## config.mk

```make
export PLATFORM = sky130hd
export DESIGN_NAME = dram_mode_reg_burst_order
export DESIGN_NICKNAME = d
export VERILOG_FILES = /design/src/rtl/dmr_pkg.sv /design/src/rtl/dmr_cfg_if.sv /design/src/rtl/dmr_burst_seq.sv /design/src/rtl/dram_mode_reg_burst_order.sv
export VERILOG_INCLUDE_DIRS = /design/src /design/src/rtl
export SDC_FILE = /design/constraint.sdc
export NUM_CORES = 1
export LEC_CHECK = 0
export BUFFER_PORTS_ARGS = -buffer_cell sky130_fd_sc_hd__buf_2
export CORE_MARGIN = 5
export CORE_UTILIZATION = 30
export DETAILED_ROUTE_END_ITERATION = 7
export PLACE_DENSITY = 0.5
export SKIP_LAST_GASP = 1
export SYNTH_ARGS = -nofsm -noshare
export SYNTH_HDL_FRONTEND = slang
export SYNTH_HIERARCHICAL = 1
export SYNTH_SLANG_ARGS = --single-unit
export TNS_END_PERCENT = 10
```

## constraint.sdc

```tcl
create_clock -name clk_i -period 3 [get_ports clk_i]
set_input_delay 0.45 -clock clk_i [delete_from_list [all_inputs] [get_ports clk_i]]
set_output_delay 0.45 -clock clk_i [all_outputs]
set_load 0.02 [all_outputs]
```

## src/rtl/dmr_params.svh

```systemverilog
// Constants for the mode register bank and burst address ordering
`ifndef DMR_PARAMS_SVH
`define DMR_PARAMS_SVH

// ----------------------------------------
// Clock
// ----------------------------------------
`define DMR_CLK_MHZ 40

// ----------------------------------------
// Mode register addresses
// ----------------------------------------
`define DMR_ADDR_INFO 8'h00
`define DMR_ADDR_FEATURE 8'h01
`define DMR_ADDR_IO_CAL 8'h0a

// ----------------------------------------
// Feature register fields and reset value
// ----------------------------------------
`define DMR_FEAT_RESET 8'h22
`define DMR_FEAT_BL_LSB 0
`define DMR_FEAT_BT_BIT 3
`define DMR_FEAT_WC_BIT 4
`define DMR_FEAT_NWR_LSB 5
`define DMR_BL4_CODE 3'h2
`define DMR_BL8_CODE 3'h3
`define DMR_BL16_CODE 3'h4
`define DMR_NWR_MIN_CODE 3'h1
`define DMR_NWR_MAX_CODE 3'h6
`define DMR_NWR_OFFSET 4'h2
`define DMR_NWR_DEFAULT 4'h3

// ----------------------------------------
// Information register fields
// ----------------------------------------
`define DMR_INFO_INIT_BIT 0
`define DMR_INFO_NVM_BIT 1
`define DMR_INFO_DNV_BIT 2
`define DMR_INFO_RZQ_LSB 3
`define DMR_RZQ_NONE 2'h0
`define DMR_RZQ_AT_SUPPLY 2'h1
`define DMR_RZQ_AT_GROUND 2'h2
`define DMR_RZQ_OK 2'h3

// ----------------------------------------
// Calibration command code
// ----------------------------------------
`define DMR_CAL_INIT_CODE 8'hff

// ----------------------------------------
// Timing
// ----------------------------------------
`define DMR_AUTO_INIT_TIME_NS 10000
`define DMR_AUTO_INIT_CYCLES ((`DMR_AUTO_INIT_TIME_NS * `DMR_CLK_MHZ + 999) / 1000)
`define DMR_CAL_TIME_NS 1000
`define DMR_CAL_CYCLES ((`DMR_CAL_TIME_NS * `DMR_CLK_MHZ + 999) / 1000)

`endif

```

## src/rtl/dmr_pkg.sv

```systemverilog
// Types and shared decode for the mode register bank
package dmr_pkg;
`include "dmr_params.svh"

   typedef enum logic [2:0] {
      ST_IDLE = 3'b001,
      ST_BURST = 3'b010,
      ST_RECOV = 3'b100
   } dmr_burst_state_e;

   typedef enum logic [1:0] {
      CAL_IDLE = 2'b01,
      CAL_RUN = 2'b10
   } dmr_cal_state_e;

   // Burst length code to beat count, reserved codes fall back to 4
   function automatic logic [4:0] dmr_bl_beats(input logic [2:0] code);
      logic [4:0] beats;
      case (code)
         `DMR_BL8_CODE: beats = 5'h08;
         `DMR_BL16_CODE: beats = 5'h10;
         default: beats = 5'h04;
      endcase
      return beats;
   endfunction : dmr_bl_beats

endpackage : dmr_pkg

```

## src/rtl/dmr_cfg_if.sv

```systemverilog
// Burst settings and beat index passed to the address sequencer
`timescale 1ns/1ps
interface dmr_cfg_if;
   logic [2:0] bl_code;
   logic interleaved;
   logic no_wrap;
   logic [9:0] start_col;
   logic [3:0] beat;
   logic [9:0] col;

   modport ctrl (output bl_code, output interleaved, output no_wrap, output start_col, output beat, input col);
   modport seq (input bl_code, input interleaved, input no_wrap, input start_col, input beat, output col);
endinterface : dmr_cfg_if

```

## src/rtl/dmr_burst_seq.sv

```systemverilog
// Column address of one burst beat
`timescale 1ns/1ps
module dmr_burst_seq
   import dmr_pkg::*;
(
   dmr_cfg_if.seq cfg
);

   logic [3:0] mask;
   logic [3:0] low;
   logic [4:0] beats;

   always_comb begin
      beats = dmr_bl_beats(cfg.bl_code);
      mask = 4'(beats - 5'h01);
      if (cfg.no_wrap) begin
         // Linear walk from y, no wrap
         low = 4'h0;
         cfg.col = cfg.start_col + {6'h00, cfg.beat};
      end else if (cfg.interleaved) begin
         low = (cfg.start_col[3:0] ^ cfg.beat) & mask;
         cfg.col = (cfg.start_col & ~{6'h00, mask}) | {6'h00, low};
      end else begin
         low = (cfg.start_col[3:0] + cfg.beat) & mask;
         cfg.col = (cfg.start_col & ~{6'h00, mask}) | {6'h00, low};
      end
   end

endmodule : dmr_burst_seq

```

## src/rtl/dram_mode_reg_burst_order.sv

```systemverilog
// Mode register bank with burst address ordering and write recovery
`timescale 1ns/1ps
module dram_mode_reg_burst_order
   import dmr_pkg::*;
#(
   parameter logic IS_NONVOLATILE = 1'b0,
   parameter logic SELF_TEST_SUPPORTED = 1'b1
) (
   input wire logic clk_i,
   input wire logic resetn_i,
   input wire logic ce_i,
   input wire logic mr_cmd_valid_i,
   input wire logic mr_cmd_write_i,
   input wire logic [7:0] mr_addr_i,
   input wire logic [7:0] mr_wdata_i,
   output logic mr_rvalid_o,
   output logic [7:0] mr_rdata_o,
   input wire logic burst_start_i,
   input wire logic burst_write_i,
   input wire logic burst_auto_precharge_i,
   input wire logic [8:0] burst_col_i,
   output logic burst_valid_o,
   output logic burst_last_o,
   output logic [9:0] burst_col_o,
   output logic burst_busy_o,
   output logic precharge_start_o,
   input wire logic cal_pin_at_supply_i,
   input wire logic cal_pin_at_ground_i,
   input wire logic cal_pin_resistor_i,
   output logic cal_busy_o,
   output logic factory_trim_o
);

   // ----------------------------------------
   // Declarations
   // ----------------------------------------
   logic [7:0] feature_reg;
   logic [7:0] feature_next;
   logic mr_rvalid_reg;
   logic mr_rvalid_next;
   logic [7:0] mr_rdata_reg;
   logic [7:0] mr_rdata_next;
   logic [8:0] init_cnt_reg;
   logic [8:0] init_cnt_next;
   logic init_busy_reg;
   logic init_busy_next;
   logic [2:0] pin_meta_reg;
   logic [2:0] pin_sync_reg;
   dmr_cal_state_e cal_state_reg;
   dmr_cal_state_e cal_state_next;
   logic [5:0] cal_cnt_reg;
   logic [5:0] cal_cnt_next;
   logic cal_is_init_reg;
   logic cal_is_init_next;
   logic [1:0] rzq_result_reg;
   logic [1:0] rzq_result_next;
   dmr_burst_state_e state_reg;
   dmr_burst_state_e state_next;
   logic [2:0] bl_code_reg;
   logic [2:0] bl_code_next;
   logic interleaved_reg;
   logic interleaved_next;
   logic no_wrap_reg;
   logic no_wrap_next;
   logic [3:0] nwr_reg;
   logic [3:0] nwr_next;
   logic [9:0] start_col_reg;
   logic [9:0] start_col_next;
   logic write_ap_reg;
   logic write_ap_next;
   logic [3:0] beat_reg;
   logic [3:0] beat_next;
   logic [3:0] recov_cnt_reg;
   logic [3:0] recov_cnt_next;
   logic valid_reg;
   logic valid_next;
   logic last_reg;
   logic last_next;
   logic [9:0] col_reg;
   logic [9:0] col_next;
   logic pre_reg;
   logic pre_next;
   logic mr_write;
   logic mr_read;
   logic cal_blocked;
   logic last_beat;

   dmr_cfg_if cfg ();

   // ----------------------------------------
   // Decode helpers
   // ----------------------------------------
   // Write recovery code to cycles, reserved codes keep the default
   function automatic logic [3:0] nwr_cycles(input logic [2:0] code);
      logic [3:0] cycles;
      if (code >= `DMR_NWR_MIN_CODE && code <= `DMR_NWR_MAX_CODE) begin
         cycles = {1'b0, code} + `DMR_NWR_OFFSET;
      end else begin
         cycles = `DMR_NWR_DEFAULT;
      end
      return cycles;
   endfunction : nwr_cycles

   // Result codes that flag a possible assembly error
   function automatic logic rzq_fault(input logic [1:0] code);
      return (code == `DMR_RZQ_AT_SUPPLY) || (code == `DMR_RZQ_AT_GROUND);
   endfunction : rzq_fault

   assign mr_write = mr_cmd_valid_i && mr_cmd_write_i;
   assign mr_read = mr_cmd_valid_i && !mr_cmd_write_i;
   assign cal_blocked = rzq_fault(rzq_result_reg);

   // ----------------------------------------
   // Mode register access
   // ----------------------------------------
   always_comb begin
      feature_next = feature_reg;
      mr_rvalid_next = mr_read;
      mr_rdata_next = 8'h00;
      // Only the feature address stores, the information register ignores writes
      if (mr_write && mr_addr_i == `DMR_ADDR_FEATURE) begin
         feature_next = mr_wdata_i;
      end
      if (mr_read && mr_addr_i == `DMR_ADDR_INFO) begin
         mr_rdata_next[`DMR_INFO_INIT_BIT] = init_busy_reg;
         mr_rdata_next[`DMR_INFO_NVM_BIT] = IS_NONVOLATILE;
         mr_rdata_next[`DMR_INFO_DNV_BIT] = 1'b0;
         mr_rdata_next[`DMR_INFO_RZQ_LSB +: 2] = rzq_result_reg;
      end
   end

   always_ff @(posedge clk_i or negedge resetn_i) begin
      if (!resetn_i) begin
         feature_reg <= `DMR_FEAT_RESET;
         mr_rvalid_reg <= 1'b0;
         mr_rdata_reg <= 8'h00;
      end else if (ce_i) begin
         feature_reg <= feature_next;
         mr_rvalid_reg <= mr_rvalid_next;
         mr_rdata_reg <= mr_rdata_next;
      end
   end

   // ----------------------------------------
   // Auto-initialization status
   // ----------------------------------------
   always_comb begin
      init_cnt_next = init_cnt_reg;
      init_busy_next = init_busy_reg;
      if (init_busy_reg) begin
         if (init_cnt_reg == 9'(`DMR_AUTO_INIT_CYCLES - 1)) begin
            init_busy_next = 1'b0;
         end else begin
            init_cnt_next = init_cnt_reg + 9'h001;
         end
      end
   end

   always_ff @(posedge clk_i or negedge resetn_i) begin
      if (!resetn_i) begin
         init_cnt_reg <= 9'h000;
         init_busy_reg <= 1'b1;
      end else if (ce_i) begin
         init_cnt_reg <= init_cnt_next;
         init_busy_reg <= init_busy_next;
      end
   end

   // ----------------------------------------
   // Calibration pin synchroniser
   // ----------------------------------------
   always_ff @(posedge clk_i or negedge resetn_i) begin
      if (!resetn_i) begin
         pin_meta_reg <= 3'h0;
         pin_sync_reg <= 3'h0;
      end else if (ce_i) begin
         pin_meta_reg <= {cal_pin_resistor_i, cal_pin_at_ground_i, cal_pin_at_supply_i};
         pin_sync_reg <= pin_meta_reg;
      end
   end

   // ----------------------------------------
   // Calibration and resistor self-test
   // ----------------------------------------
   always_comb begin
      cal_state_next = cal_state_reg;
      cal_cnt_next = cal_cnt_reg;
      cal_is_init_next = cal_is_init_reg;
      rzq_result_next = rzq_result_reg;
      case (cal_state_reg)
         CAL_IDLE: begin
            // Calibration commands are dropped after an assembly fault
            if (mr_write && mr_addr_i == `DMR_ADDR_IO_CAL && !cal_blocked) begin
               cal_state_next = CAL_RUN;
               cal_cnt_next = 6'h00;
               cal_is_init_next = (mr_wdata_i == `DMR_CAL_INIT_CODE);
            end
         end
         CAL_RUN: begin
            if (cal_cnt_reg == 6'(`DMR_CAL_CYCLES - 1)) begin
               cal_state_next = CAL_IDLE;
               if (cal_is_init_reg) begin
                  if (!SELF_TEST_SUPPORTED) begin
                     rzq_result_next = `DMR_RZQ_NONE;
                  end else if (pin_sync_reg[0]) begin
                     rzq_result_next = `DMR_RZQ_AT_SUPPLY;
                  end else if (pin_sync_reg[1]) begin
                     rzq_result_next = `DMR_RZQ_AT_GROUND;
                  end else if (pin_sync_reg[2]) begin
                     rzq_result_next = `DMR_RZQ_OK;
                  end else begin
                     rzq_result_next = `DMR_RZQ_AT_SUPPLY;
                  end
               end
            end else begin
               cal_cnt_next = cal_cnt_reg + 6'h01;
            end
         end
         default: begin
            cal_state_next = CAL_IDLE;
         end
      endcase
   end

   always_ff @(posedge clk_i or negedge resetn_i) begin
      if (!resetn_i) begin
         cal_state_reg <= CAL_IDLE;
         cal_cnt_reg <= 6'h00;
         cal_is_init_reg <= 1'b0;
         rzq_result_reg <= `DMR_RZQ_NONE;
      end else if (ce_i) begin
         cal_state_reg <= cal_state_next;
         cal_cnt_reg <= cal_cnt_next;
         cal_is_init_reg <= cal_is_init_next;
         rzq_result_reg <= rzq_result_next;
      end
   end

   // ----------------------------------------
   // Burst sequencer
   // ----------------------------------------
   assign cfg.bl_code = bl_code_reg;
   assign cfg.interleaved = interleaved_reg;
   assign cfg.no_wrap = no_wrap_reg;
   assign cfg.start_col = start_col_reg;
   assign cfg.beat = beat_reg;

   dmr_burst_seq u_seq (
      .cfg(cfg.seq)
   );

   assign last_beat = ({1'b0, beat_reg} == dmr_bl_beats(bl_code_reg) - 5'h01);

   always_comb begin
      state_next = state_reg;
      bl_code_next = bl_code_reg;
      interleaved_next = interleaved_reg;
      no_wrap_next = no_wrap_reg;
      nwr_next = nwr_reg;
      start_col_next = start_col_reg;
      write_ap_next = write_ap_reg;
      beat_next = beat_reg;
      recov_cnt_next = recov_cnt_reg;
      valid_next = 1'b0;
      last_next = 1'b0;
      col_next = col_reg;
      pre_next = 1'b0;
      case (state_reg)
         ST_IDLE: begin
            if (burst_start_i) begin
               // Settings are sampled per burst from the current feature register
               bl_code_next = feature_reg[`DMR_FEAT_BL_LSB +: 3];
               interleaved_next = feature_reg[`DMR_FEAT_BT_BIT];
               no_wrap_next = feature_reg[`DMR_FEAT_WC_BIT];
               nwr_next = nwr_cycles(feature_reg[`DMR_FEAT_NWR_LSB +: 3]);
               start_col_next = {burst_col_i, 1'b0};
               write_ap_next = burst_write_i && burst_auto_precharge_i;
               beat_next = 4'h0;
               state_next = ST_BURST;
            end
         end
         ST_BURST: begin
            valid_next = 1'b1;
            last_next = last_beat;
            col_next = cfg.col;
            beat_next = beat_reg + 4'h1;
            if (last_beat) begin
               beat_next = 4'h0;
               if (write_ap_reg) begin
                  recov_cnt_next = nwr_reg;
                  state_next = ST_RECOV;
               end else begin
                  state_next = ST_IDLE;
               end
            end
         end
         ST_RECOV: begin
            recov_cnt_next = recov_cnt_reg - 4'h1;
            if (recov_cnt_reg == 4'h1) begin
               pre_next = 1'b1;
               state_next = ST_IDLE;
            end
         end
         default: begin
            state_next = ST_IDLE;
         end
      endcase
   end

   always_ff @(posedge clk_i or negedge resetn_i) begin
      if (!resetn_i) begin
         state_reg <= ST_IDLE;
         bl_code_reg <= `DMR_BL4_CODE;
         interleaved_reg <= 1'b0;
         no_wrap_reg <= 1'b0;
         nwr_reg <= `DMR_NWR_DEFAULT;
         start_col_reg <= 10'h000;
         write_ap_reg <= 1'b0;
         beat_reg <= 4'h0;
         recov_cnt_reg <= 4'h0;
         valid_reg <= 1'b0;
         last_reg <= 1'b0;
         col_reg <= 10'h000;
         pre_reg <= 1'b0;
      end else if (ce_i) begin
         state_reg <= state_next;
         bl_code_reg <= bl_code_next;
         interleaved_reg <= interleaved_next;
         no_wrap_reg <= no_wrap_next;
         nwr_reg <= nwr_next;
         start_col_reg <= start_col_next;
         write_ap_reg <= write_ap_next;
         beat_reg <= beat_next;
         recov_cnt_reg <= recov_cnt_next;
         valid_reg <= valid_next;
         last_reg <= last_next;
         col_reg <= col_next;
         pre_reg <= pre_next;
      end
   end

   // ----------------------------------------
   // Outputs
   // ----------------------------------------
   assign mr_rvalid_o = mr_rvalid_reg;
   assign mr_rdata_o = mr_rdata_reg;
   assign burst_valid_o = valid_reg;
   assign burst_last_o = last_reg;
   assign burst_col_o = col_reg;
   assign burst_busy_o = (state_reg != ST_IDLE);
   assign precharge_start_o = pre_reg;
   assign cal_busy_o = (cal_state_reg == CAL_RUN);
   assign factory_trim_o = cal_blocked;

endmodule : dram_mode_reg_burst_order

```

==> summary.md <==
| Metric | Value |
|---|---|
| Synth async-reset ratio | `1.00` |
| Antenna cells | `0` |
| Max-slew headroom | `0.291` |
| RR Startpoint | `beat_reg[0]$_DFFE_PN0P_` |
| R2r endpoint | `recov_cnt_reg[0]$_DFFE_PN0P_` |
| Final core occ | `0.357` |
| Gate count after technology mapping | `390` |
| Final hold vios | `0` |
| YS warnings | `6` |
| Main synth FF type | `dfrtp_1` |
| Finished Cell Area | `4950 um^2` |
| Htree depth | `3` |
| Hold-fix buffers at CTS | `0` |
| Clock latency on the worst-skew pair | `0.33 ns` |
| Leak | `2.28 nW` |
| GRT overflow | `0` |
| Flop pwr share | `0.450` |
| Sequential area share after synthesis | `0.487` |
| NumNets Final | `497` |
| Post-Synth Adder-Cell Area | `0.0373` |
| First-pass detailed-route iteration total | `4` |
| Die H | `129 um` |
| Initial core utilization | `0.305` |
| Clk slew on worst S/H paths | `0.06 ns` |
| Max Transition Viols Final | `0` |
| Sink Count | `82` |
| Share of layout cells above drive strength 1 | `0.302` |
| Worst clock skew | `0.00606 ns` |
| Post-route ant nets | `0` |
| DR vias | `3070` |
| Clock root cell | `clkbuf_16` |
| Place WS | `0.874 ns` |
| Post-route clock period utilization | `0.681` |
| Synth top area cells | `dfrtp_1 (44%), mux2_2 (8.3%), nand2_1 (5.4%)` |
| Die area | `16600 um^2` |
| Post-synth EDFFs | `0` |
| Largest family of logic cells by synthesized area | `simple AND/OR/NAND/NOR gates` |
| Worst setup margin | `0.957 ns` |
| First-pass GRT wire length | `15.6 mm` |
| Post-DP HPWL | `6.98 mm` |
| Unrepaired setup endpoints after global routing | `false` |
| Area grow syn2layout | `17.1%` |
| Row cnt | `43` |
| CTS resizes | `0` |
| Most common cell after layout, fill and taps aside | `dfrtp_1` |
| Switching Share | `0.326` |
| CP Max Fanout | `5` |
| CP Launch Point | `beat_reg[0]$_DFFE_PN0P_` |
| Setup TNS | `0 ns` |
| Yosys top cell by area | `dfrtp_1` |
| Post-synthesis xor/xnor area fraction | `0.0331` |
| Cell Area, Placed | `4680 um^2` |
| Io pins | `61` |
| 1st-iter DRT viols | `168` |
| Hold crit path type | `input port to asynchronous set/reset pin` |
| TritonCTS clock tree | `done` |
| Most frequent cells in the layout | `dfrtp_1 (74), nand2_1 (61), buf_2 (54), mux2_2 (31), inv_1 (17)` |
| Worst Path Required | `3.22 ns` |
| Die W | `129 um` |
| Worst reg-to-reg path cell count | `6` |
| Drt drc | `0` |
| Library cells used by synthesis | `67` |
| Largest net degree at the start of global routing | `83` |
| Number of global-route vias before repair | `3154` |
| Worst slew pin tran | `1.06 ns` |
| Combinational fraction of design power | `0.258` |
| WL/cell | `14.9 um` |
| Post-Synth Simple-Gate Area | `0.188` |
| Max reg flops | `10` |
| Initial antenna violation count | `0` |
| Reg2reg setup slack | `0.96 ns` |
| CP arrival | `2.26 ns` |
| Max-Cap Viols | `0` |
| Tmin final | `2.04 ns` |
| Std-Cell Core Area | `13900 um^2` |
| Avg Cell Area, Syn | `10.8 um^2` |
| FMAX | `489 MHz` |
| Psw | `1.14 mW` |
| Vias/cell | `4.85` |
| Postcts setup bufs | `0` |
| Peak supply drop | `0.000279 V` |
| Status | `finished, final reports clean` |
| CP Class | `register to register` |
| Number of port buffers | `55` |
| Final wirelength | `9.46 mm` |
| Clock Tree Buf Depth | `2` |
| Internal power | `2.37 mW` |
| Pwr dens | `709 nW/um^2` |
| Worst setup EP type | `register` |
| Mux cell area share after synthesis | `0.0825` |
| Synth top area share | `0.438` |
| Synth Area in Compound Gates | `0.131` |
| Critical path launch point type | `register` |
| FF+latch count, synth | `82` |
| Total CTS buffers | `9` |
| Setup Viol. Count Final | `0` |
| Setup crit end | `recov_cnt_reg[0]$_DFFE_PN0P_` |
| Routability Congestion | `0.798` |
| Post-Synthesis Cell Area | `4230 um^2` |
| Clock share of power | `0.292` |
| Gr usage total | `0.118` |
## cells by family (layout without fill, tap and decap cells)
kind of cell | count (synthesis) | count (layout)
xor+xnor | 16 | 16
other cells | 1 | 6
flops | 82 | 82
simple gates | 141 | 141
compound gates | 73 | 73
mux | 31 | 31
buf+inv | 34 | 92
fa+ha+maj | 12 | 12
## worst max-delay path, stage by stage, from the launching register on
cell and delay, ns:
dfrtp_1 0.41, ha_1 0.21, or2b_1 0.28, a2111oi_4 0.34
o21ai_2 0.15, or4_1 0.41, o211a_1 0.12
## worst min-delay path by stage
stage / start / end / slack [ns] / cells past startpoint
3_5_place_dp: burst_col_o[7]$_DFFE_PN0P_ / burst_col_o[7]$_DFFE_PN0P_ / 0.46 / 2
5_1_grt: burst_col_i[4] / cfg.start_col[5]$_DFFE_PN0P_ / 0.34 / 2
6_report: resetn_i / init_cnt_reg[7]$_DFFE_PN0P_ / 0.29 / 1
2_1_floorplan: resetn_i / beat_reg[0]$_DFFE_PN0P_ / 0.15 / 0
3_3_place_gp: burst_col_o[8]$_DFFE_PN0P_ / burst_col_o[8]$_DFFE_PN0P_ / 0.45 / 2
4_1_cts: burst_col_i[2] / cfg.start_col[3]$_DFFE_PN0P_ / 0.34 / 2
## power groups by stage
| stage | logic [mW] | clock network [mW] | registers (mW) |
|---|---|---|---|
| floorplan | 0.573 | 0 | 1.63 |
| finish | 0.906 | 1.02 | 1.58 |
| global placement | 0.900 | 0 | 1.59 |
| global route | 1.02 | 1.10 | 1.62 |
| CTS | 0.922 | 1.06 | 1.58 |
| detailed placement | 0.919 | 0 | 1.60 |
## cell usage after synthesis, types with 3 or more instances
library cell / number
nor3b_1: 3
o31ai_1: 4
a32o_1: 4
nor2_1: 14
or3_1: 3
inv_1: 17
nand4_1: 5
nor3_2: 3
nand3_1: 12
xnor2_1: 7
and3_1: 3
dfrtp_1: 74
a21o_1: 3
a22o_1: 3
and2_1: 4
a21oi_1: 15
nor3b_2: 4
dfstp_2: 8
and4bb_2: 3
a31oi_1: 5
clkbuf_1: 7
ha_1: 11
nand2_1: 61
nor2b_1: 4
nor3_1: 4
o21ai_0: 13
buf_4: 6
o21a_1: 3
mux2_2: 31
xor2_1: 9
## layer usage
layer  up-vias  global-route usage  routed length, um
li1       1497                   -                  -
met3         9              0.0315                452
met4         0              0.0383                123
met2        67               0.190               4360
met1      1497               0.156               4520
met5         -                   0                  0
## cell type report
class | instances | area [um^2]
Inverter | 18 | 67.6
Fill cell | 1436 | 8930
Timing Repair Buffer | 59 | 308
Clock inverter | 3 | 15.0
Clock buffer | 12 | 256
Tap cell | 180 | 225
Multi-Input combinational cell | 279 | 2020
Sequential cell | 82 | 2060
## metrics by stage
| step | power, mW | hold slack (ns) | instances |
|---|---|---|---|
| 5_1_grt | 3.74 | 0.337 | 633 |
| 6_report | 3.51 | 0.291 | 633 |
| 2_1_floorplan | 2.21 | 0.154 | 395 |
| 3_3_place_gp | 2.49 | 0.453 | 618 |
| 4_1_cts | 3.57 | 0.338 | 633 |
| 3_5_place_dp | 2.52 | 0.458 | 618 |
(Power assumes the default switching activity.)
